**config.mk**
```make
export PLATFORM = sky130hd
export DESIGN_NAME = nco_accum_increment_regs
export DESIGN_NICKNAME = d
export VERILOG_FILES = /design/src/core/nco_regs_pkg.sv /design/src/core/nco_accum_increment_regs.sv
export SDC_FILE = /design/constraint.sdc
export NUM_CORES = 1
export LEC_CHECK = 0
export BUFFER_PORTS_ARGS = -buffer_cell sky130_fd_sc_hd__buf_2
export CELL_PAD_IN_SITES_DETAIL_PLACEMENT = 1
export CELL_PAD_IN_SITES_GLOBAL_PLACEMENT = 1
export CORE_MARGIN = 2
export CORE_UTILIZATION = 39
export DETAILED_ROUTE_END_ITERATION = 10
export PLACE_DENSITY = 0.8
export SYNTH_ARGS = -nofsm -noshare
export SYNTH_HDL_FRONTEND = slang
export SYNTH_SLANG_ARGS = --single-unit
```
**constraint.sdc**
```tcl
create_clock -name clk_i -period 2.8 [get_ports clk_i]
set_input_delay 0.28 -clock clk_i [delete_from_list [all_inputs] [get_ports clk_i]]
set_output_delay 0.28 -clock clk_i [all_outputs]
set_load 0.03 [all_outputs]
```
**src/core/nco_regs_pkg.sv**
```systemverilog
package nco_regs_pkg;
   localparam int ACC_W = 20;
   localparam int ADR_W = 4;
   // register word offsets, byte address = 4 * index
   localparam logic [ADR_W-1:0] IDX_ACC_LOW = 4'h0;
   localparam logic [ADR_W-1:0] IDX_ACC_HIGH = 4'h1;
   localparam logic [ADR_W-1:0] IDX_ACC_UPPER = 4'h2;
   localparam logic [ADR_W-1:0] IDX_STEP_LOW = 4'h3;
   localparam logic [ADR_W-1:0] IDX_STEP_HIGH = 4'h4;
   localparam logic [ADR_W-1:0] IDX_STEP_UPPER = 4'h5;
   localparam logic [ADR_W-1:0] IDX_CONTROL = 4'h6;
   localparam logic [ADR_W-1:0] IDX_IRQ_STATUS = 4'h7;
   localparam logic [ADR_W-1:0] IDX_IRQ_MASK = 4'h8;
   localparam int CTRL_ON_BIT = 7;
   localparam int IRQ_WRAP_BIT = 0;
   localparam logic [7:0] STEP_LOW_RESET = 8'h01;
   localparam logic [7:0] BYTE_RESET = 8'h00;
   localparam logic [3:0] UPPER_MASK = 4'hf;
   localparam logic [ACC_W-1:0] ACCUM_RESET = 20'h0_0000;
   localparam logic [ACC_W-1:0] SHADOW_RESET = 20'h0_0001;
   localparam logic FLAG_RESET = 1'b0;

   typedef struct packed {
      logic cyc;
      logic stb;
      logic we;
      logic [31:0] adr;
      logic [3:0] sel;
      logic [31:0] dat;
   } wb_req_s;

   typedef struct packed {
      logic ack;
      logic [31:0] dat;
   } wb_rsp_s;
endpackage

```
**src/core/nco_accum_increment_regs.sv**
```systemverilog
// Our own choices: the Wishbone interface to the registers and the register addresses.
`timescale 1ns/1ps
module nco_accum_increment_regs (
   input wire logic clk_i,
   input wire logic rst_i,
   input wire nco_regs_pkg::wb_req_s wb_req_i,
   output nco_regs_pkg::wb_rsp_s wb_rsp_o,
   input wire logic osc_input_clock_i,
   output logic accum_wrap_o,
   output logic irq_o
);
   import nco_regs_pkg::*;

   // ==========================================================
   // helper functions
   function automatic logic idx_hit(input logic [ADR_W-1:0] at, input logic [ADR_W-1:0] want);
      idx_hit = (at == want);
   endfunction

   function automatic logic [7:0] nibble_byte(input logic [3:0] nib);
      nibble_byte = {4'h0, nib};
   endfunction

   // ==========================================================
   // input clock synchroniser and edge detect
   logic clk_meta_reg;
   logic clk_sync_reg;
   logic clk_prev_reg;

   // first stage, read only by the second
   always_ff @(posedge clk_i) begin
      clk_meta_reg <= osc_input_clock_i;
   end

   // second stage, unreset so no false edge follows reset
   always_ff @(posedge clk_i) begin
      clk_sync_reg <= clk_meta_reg;
   end

   // previous level for edge detect
   always_ff @(posedge clk_i) begin
      clk_prev_reg <= clk_sync_reg;
   end

   wire in_rise = clk_sync_reg & ~clk_prev_reg;
   wire in_fall = ~clk_sync_reg & clk_prev_reg;

   // ==========================================================
   // bus decode
   // unmapped reads return zero, unmapped writes are dropped
   wire bus_req = wb_req_i.cyc & wb_req_i.stb & ~wb_rsp_o.ack;
   wire lane0 = wb_req_i.sel[0];
   wire [ADR_W-1:0] idx = wb_req_i.adr[ADR_W+1:2];
   wire upper_clear = (wb_req_i.adr[31:ADR_W+2] == '0);
   wire mapped = upper_clear && (idx <= IDX_IRQ_MASK);
   wire wr = bus_req & wb_req_i.we & lane0 & mapped;
   wire rd = bus_req & ~wb_req_i.we;
   wire [7:0] wbyte = wb_req_i.dat[7:0];

   // ==========================================================
   // per-register strobes
   wire acc_low_wr = wr & idx_hit(idx, IDX_ACC_LOW);
   wire acc_high_wr = wr & idx_hit(idx, IDX_ACC_HIGH);
   wire acc_upper_wr = wr & idx_hit(idx, IDX_ACC_UPPER);
   wire step_low_wr = wr & idx_hit(idx, IDX_STEP_LOW);
   wire step_high_wr = wr & idx_hit(idx, IDX_STEP_HIGH);
   wire step_upper_wr = wr & idx_hit(idx, IDX_STEP_UPPER);
   wire control_wr = wr & idx_hit(idx, IDX_CONTROL);
   wire mask_wr = wr & idx_hit(idx, IDX_IRQ_MASK);
   wire status_rd = rd & mapped & idx_hit(idx, IDX_IRQ_STATUS);

   // ==========================================================
   // registers
   logic [ACC_W-1:0] accum_reg;
   logic [7:0] step_low_reg;
   logic [7:0] step_high_reg;
   logic [3:0] step_upper_reg;
   logic [ACC_W-1:0] step_shadow_reg;
   logic commit_pend_reg;
   logic osc_on_reg;
   logic irq_status_reg;
   logic irq_mask_reg;
   logic ack_reg;
   logic [7:0] rdata_reg;
   logic wrap_reg;

   // ==========================================================
   // next values
   logic [ACC_W-1:0] accum_next;
   logic [7:0] step_low_next;
   logic [7:0] step_high_next;
   logic [3:0] step_upper_next;
   logic [ACC_W-1:0] step_shadow_next;
   logic commit_pend_next;
   logic osc_on_next;
   logic irq_status_next;
   logic irq_mask_next;
   logic ack_next;
   logic [7:0] rdata_next;
   logic wrap_next;

   // ==========================================================
   // adder and overflow
   // carry out of the top bit is the wrap
   wire [ACC_W-1:0] step_value = {step_upper_reg, step_high_reg, step_low_reg};
   wire [ACC_W:0] sum = {1'b0, accum_reg} + {1'b0, step_shadow_reg};
   wire advance = osc_on_reg & in_rise;
   wire wrap = advance & sum[ACC_W];

   // ==========================================================
   // accumulator, a running add beats a software write
   always_comb begin
      accum_next = accum_reg;
      if (advance) begin
         accum_next = sum[ACC_W-1:0];
      end else if (acc_low_wr) begin
         accum_next[7:0] = wbyte;
      end else if (acc_high_wr) begin
         accum_next[15:8] = wbyte;
      end else if (acc_upper_wr) begin
         accum_next[19:16] = wbyte[3:0] & UPPER_MASK;
      end
   end

   always_ff @(posedge clk_i) begin
      if (rst_i) begin
         accum_reg <= ACCUM_RESET;
      end else begin
         accum_reg <= accum_next;
      end
   end

   // ==========================================================
   // software-visible increment bytes
   assign step_low_next = step_low_wr ? wbyte : step_low_reg;
   assign step_high_next = step_high_wr ? wbyte : step_high_reg;
   assign step_upper_next = step_upper_wr ? wbyte[3:0] : step_upper_reg;

   always_ff @(posedge clk_i) begin
      if (rst_i) begin
         step_low_reg <= STEP_LOW_RESET;
      end else begin
         step_low_reg <= step_low_next;
      end
   end

   always_ff @(posedge clk_i) begin
      if (rst_i) begin
         step_high_reg <= BYTE_RESET;
      end else begin
         step_high_reg <= step_high_next;
      end
   end

   always_ff @(posedge clk_i) begin
      if (rst_i) begin
         step_upper_reg <= BYTE_RESET[3:0];
      end else begin
         step_upper_reg <= step_upper_next;
      end
   end

   // ==========================================================
   // shadow, while running a commit waits for a falling input edge; while stopped it follows the increment at once
   always_comb begin
      step_shadow_next = step_shadow_reg;
      commit_pend_next = commit_pend_reg;
      if (!osc_on_reg) begin
         step_shadow_next = step_value;
         commit_pend_next = 1'b0;
      end else if (commit_pend_reg && in_fall) begin
         step_shadow_next = step_value;
         commit_pend_next = step_low_wr;
      end else if (step_low_wr) begin
         commit_pend_next = 1'b1;
      end
   end

   always_ff @(posedge clk_i) begin
      if (rst_i) begin
         step_shadow_reg <= SHADOW_RESET;
      end else begin
         step_shadow_reg <= step_shadow_next;
      end
   end

   always_ff @(posedge clk_i) begin
      if (rst_i) begin
         commit_pend_reg <= FLAG_RESET;
      end else begin
         commit_pend_reg <= commit_pend_next;
      end
   end

   // ==========================================================
   // control, interrupt status and mask
   assign osc_on_next = control_wr ? wbyte[CTRL_ON_BIT] : osc_on_reg;
   assign irq_mask_next = mask_wr ? wbyte[IRQ_WRAP_BIT] : irq_mask_reg;
   // a wrap in the clearing cycle keeps the flag set
   assign irq_status_next = wrap | (irq_status_reg & ~status_rd);
   assign wrap_next = wrap;

   always_ff @(posedge clk_i) begin
      if (rst_i) begin
         osc_on_reg <= FLAG_RESET;
      end else begin
         osc_on_reg <= osc_on_next;
      end
   end

   always_ff @(posedge clk_i) begin
      if (rst_i) begin
         irq_mask_reg <= FLAG_RESET;
      end else begin
         irq_mask_reg <= irq_mask_next;
      end
   end

   always_ff @(posedge clk_i) begin
      if (rst_i) begin
         irq_status_reg <= FLAG_RESET;
      end else begin
         irq_status_reg <= irq_status_next;
      end
   end

   always_ff @(posedge clk_i) begin
      if (rst_i) begin
         wrap_reg <= FLAG_RESET;
      end else begin
         wrap_reg <= wrap_next;
      end
   end

   // ==========================================================
   // read values, live with no snapshot
   wire [7:0] acc_low_val = accum_reg[7:0];
   wire [7:0] acc_high_val = accum_reg[15:8];
   wire [7:0] acc_upper_val = nibble_byte(accum_reg[19:16]);
   wire [7:0] step_low_val = step_low_reg;
   wire [7:0] step_high_val = step_high_reg;
   wire [7:0] step_upper_val = nibble_byte(step_upper_reg);
   wire [7:0] control_val = {osc_on_reg, 7'h00};
   wire [7:0] status_val = {7'h00, irq_status_reg};
   wire [7:0] mask_val = {7'h00, irq_mask_reg};

   // ==========================================================
   // read mux
   logic [7:0] rmux;
   always_comb begin
      rmux = 8'h00;
      if (!mapped) begin
         rmux = 8'h00;
      end else if (idx_hit(idx, IDX_ACC_LOW)) begin
         rmux = acc_low_val;
      end else if (idx_hit(idx, IDX_ACC_HIGH)) begin
         rmux = acc_high_val;
      end else if (idx_hit(idx, IDX_ACC_UPPER)) begin
         rmux = acc_upper_val;
      end else if (idx_hit(idx, IDX_STEP_LOW)) begin
         rmux = step_low_val;
      end else if (idx_hit(idx, IDX_STEP_HIGH)) begin
         rmux = step_high_val;
      end else if (idx_hit(idx, IDX_STEP_UPPER)) begin
         rmux = step_upper_val;
      end else if (idx_hit(idx, IDX_CONTROL)) begin
         rmux = control_val;
      end else if (idx_hit(idx, IDX_IRQ_STATUS)) begin
         rmux = status_val;
      end else begin
         rmux = mask_val;
      end
   end

   assign rdata_next = rd ? rmux : rdata_reg;
   assign ack_next = bus_req;

   // ==========================================================
   // bus answer, one cycle after the request is taken
   // ack drops the cycle after it is given
   always_ff @(posedge clk_i) begin
      if (rst_i) begin
         ack_reg <= FLAG_RESET;
      end else begin
         ack_reg <= ack_next;
      end
   end

   // read data held until the next read
   always_ff @(posedge clk_i) begin
      if (rst_i) begin
         rdata_reg <= BYTE_RESET;
      end else begin
         rdata_reg <= rdata_next;
      end
   end

   // ==========================================================
   // outputs
   assign wb_rsp_o.ack = ack_reg;
   assign wb_rsp_o.dat = {24'h00_0000, rdata_reg};
   assign accum_wrap_o = wrap_reg;
   assign irq_o = irq_status_reg & irq_mask_reg;
endmodule

```
Yosys cells after proc, flatten, opt, wreduce, memory -nomap -nowiden. Index checks and enable logic that the tools add are counted.

Add/sub/neg operators: 1. $lt $le $gt $ge: 1. Equal/unequal tests: 11. Mux-type cells: 19. Bitwise operators: 29. Reductions and logical operators: 11.

Operators by type and width (count): two-way mux 8 bit (10); two-way mux 20 bit (3); logical NOT 26 bit (1); bitwise AND 1 bit (22); adder 20 x 20 -> 21 bit (1); == test 4 x 3 -> 1 bit (second input constant) (4); two-way mux 12 bit (1); == test 4 x 2 -> 1 bit (second input constant) (2); two-way mux 4 bit (2); nonzero test 2 bit (4); inequality test 2 x 1 -> 1 bit (second input constant) (3); NOT 1 bit (6); == test 4 x 1 -> 1 bit (second input constant) (1); == test 4 bit (second input constant) (1); <= comparator 4 bit (second input constant) (1); logical NOT 4 bit (1); two-way mux 1 bit (3); AND reduction 3 bit (1); logical AND 1 bit (2); AND reduction 2 bit (1); OR reduction 2 bit (1); OR 1 bit (1).

Flip-flop bits (word level): 77. Input port bits: 74. Output and inout port bits: 35. Logic and storage cells: 89.

Longest topological paths before layout.
Word-level depth: 10. Gate-level depth with buffers: 10. Mapped depth without buffers: 10.

Least setup slack after synthesis. Ideal clock, no wire load.

Kind: reg2reg. Start point: register accum_reg[0]. End point: register accum_reg[16]. Setup time: 86 ps. Data arrival time: 1897 ps. Required time: 2714 ps. Setup slack: 818 ps. Cell stages (with the launch flop): 11. Buffers on the path: 0. Period minus slack after synthesis: 1982 ps. Path through: dfxtp_1 ha_1 inv_1 fa_1 nand2b_1 a21oi_1 o211ai_1 nand4_1 nand2_1 xor2_1 a211oi_1.

Word-level cells in the longest chain between the ends: 2.

RTL lines: start: declaration (RTL line nco_accum_increment_regs.sv:74) `logic [ACC_W-1:0] accum_reg;`; start signal: assignment (RTL line nco_accum_increment_regs.sv:129) `accum_reg <= accum_next;`; adder 20 x 20 -> 21 bit (RTL line nco_accum_increment_regs.sv:106) `wire [ACC_W:0] sum = {1'b0, accum_reg} + {1'b0, step_shadow_reg};`; two-way mux 20 bit (RTL line nco_accum_increment_regs.sv:114) `if (advance) begin`.

Every way passes these cells. A chain may end at the register's enable or synchronous reset.

Worst setup path in the final report.
Start point: register accum_reg[1]. End point: register accum_reg[19].

The elaborated chain is that of the path after synthesis.

==> impl_metrics.yaml <==
finish:
  antenna_cells: 0
  syn_to_final_growth_pct: 12.5
  fill_cells: 1402
  mostFrequentLayoutCells: "nand2_1 (93), dfxtp_1 (77), a21oi_1 (64), buf_2 (55), nor2_1 (48)"
  nets: 703
  layout_commonest_cell: "nand2_1"
  drive_gt1_share_pct: 15.4
logic_synthesis:
  yosysTopAreaCell: "dfxtp_1"
  syn_area_per_cell_sq_um: 8.03
  syn-cell-area_sq_um: 4560
  synth-async-reset-ratio_pct: 0
  synth-seq-cells: 77
  synthTopCellsByArea: "dfxtp_1 (34%), nand2_1 (7.7%), a21oi_1 (7.0%)"
  synth_top_area_share_pct: 33.8
  seq_area_frac_synth_pct: 33.8
  syn_inst: 568
  synth_top_flop_cell: "dfxtp_1"
  synth_edf_count: 0
  synthDistinctLibCells: 57
  yosys_warnings: 0
place:
  io_buffer_count: 55
  gp_congestion: 0.845
  hpwl_um: 10600
critical_path:
  arrival_ns: 2.80
  cpMostUsedCell: "a21oi_1"
  cp-start-kind: "flop"
  critPathKind: "reg -> reg"
  slowest_delay_ns: 0.63
  cp_cell_sequence: "ha_1, a21oi_1, nor2_1, o2111ai_1, a21oi_1, o311ai_0, nand3_1, and3b_1"
  crit_fanout: 4
  required_ns: 3.03
  crit_path_end_kind: "flop"
  critPathSlowestCell: "o311ai_0"
floorplanning:
  rows: 39
  start_util_pct: 39.9
  die_width_um: 112
  die_area_sq_um: 12600
  ios: 109
  fp.dieH_um: 112
  coreArea_sq_um: 11400
outcome:
  run_status: "finished clean"
global_route:
  grt_overflow: 0
  grt_pass1_vias: 4300
  grt_antenna_before_repair: 0
  grt_max_degree: 41
  gr-usage-all-layers_pct: 23.4
  grt_pass1_wl_um: 22900
sta:
  finalHoldViolCount: 0
  worstMarginPinSlew_ns: 0.874
  finClkSkew_ns: 0.0112
  fin_crit_sh_pct: 91.8
  relSlewSlack_pct: 41.7
  setup_tns_ns: 0
  drv_slew: 0
  fmax_ghz: 0.389
  fin_hold_ws_ns: 0.0421
  period_minus_slack_ns: 2.57
  finalSetupViolCount: 0
  rsz0062_at_grt: "false"
worst_hold_path:
  hp-class: "in -> reg"
drt:
  ant_nets: 0
  drc: 0
  wirelength_um: 14400
  firstDrtPassIters: 4
  drt_first_iter_violations: 235
  wire_per_inst_um: 19.1
  via_per_inst: 5.64
  dr_total_vias: 4258
clocking:
  postCtsSetupRepairBufs: 0
  cts_tree: "done"
  cts_root_buf: "clkbuf_16"
  cts-buffers-inserted: 9
  post_cts_resized: 0
  ctsHoldBuffers: 0
  cts.sinks: 77
  htree_levels: 3
  clkTransAtPathRegs_ns: 0.06
  clk_path_buf_depth: 2
  clock_latency_ns: 0.35
pwr:
  total_power_mw: 2.48
  ir_drop_uv: 313
  p_leak_nw: 2.18
  power_density_nw_per_um2: 484
run:
  maxCapViolations: 0
-- worst max-delay path: cells and delay by family (launching register included) --
family / cells / cell delay [ns]
adders and majority gates: 1 / 0.29
AOI/OAI and AO/OA: 4 / 1.35
DFF: 1 / 0.34
and+or+nand+nor: 3 / 0.46
-- cells in the mapped netlist (6+ instances only) --
library cell / number
nand2_1: 93
dfxtp_1: 77
a21oi_1: 64
nor2_1: 48
mux2i_1: 31
buf_4: 26
clkbuf_1: 21
ha_1: 20
o21ai_0: 20
nand3_1: 13
xor2_1: 11
a211oi_1: 10
nor3_1: 10
mux2_2: 9
nor2b_1: 9
a22oi_1: 7
a31oi_1: 6
nor4_1: 6
-- through the flow --
step | setup WS, ns | area, sq um | cells | util, %
after floorplan | 0.818 | 4650 | 591 | -
after global placement | 0.483 | 4830 | 740 | 42.3
after detailed placement | 0.270 | 4830 | 740 | 42.3
after CTS | 0.238 | 5130 | 755 | 44.9
after global routing | 0.134 | 5130 | 755 | 44.9
final | 0.231 | 5130 | 755 | 44.9
-- final timing paths --
kind | startpoint | to | slack [ns] | depth (start not counted)
max | accum_reg[1] | accum_reg[19] | 0.23 | 8
min | osc_input_clock_i | clk_meta_reg | 0.04 | 1
max reg2reg | accum_reg[1] | accum_reg[19] | 0.23 | 8
min reg2reg | clk_meta_reg | clk_sync_reg | 0.33 | 0
-- logic make-up (layout without fill, tap and decap cells) --
group           count (synthesis)  count (layout)  share of synthesized area, %
simple gates                  216             216                          22.6
compound gates                139             139                          18.4
flops                          77              77                          33.8
buf+inv                        58              79                          7.11
mux                            40              40                          9.03
fa+ha+maj                      21              21                          5.93
xor+xnor                       16              16                          3.07
other cells                     1              24                        0.0822
-- per-layer routing --
layer | GRT usage (%) | vias to the layer above | wire length (um)
li1 | - | 2032 | -
met1 | 28.3 | 2062 | 6050
met2 | 39.8 | 129 | 6950
met3 | 4.64 | 35 | 820
met4 | 11.1 | 0 | 569
met5 | 0 | - | 0
-- where the power goes --
part / internal [mW] / total, mW / leakage [nW] / switching (mW)
clock: 0.731 / 1.21 / 0.147 / 0.477
combinational: 0.0444 / 0.173 / 1.41 / 0.129
sequential: 1.10 / 1.10 / 0.621 / 0.00145
total: 1.87 / 2.48 / 2.18 / 0.607
-- layout make-up --
type	instances	area (sq um)	share of cell area, %
Multi-Input combinational cell	456	2780	54.2
Sequential cell	77	1540	30.1
Timing Repair Buffer	60	313	6.10
Clock buffer	11	253	4.93
Tap cell	143	179	3.49
Clock inverter	4	47.5	0.927
Inverter	4	15.0	0.293
(Power assumes the default switching activity.)
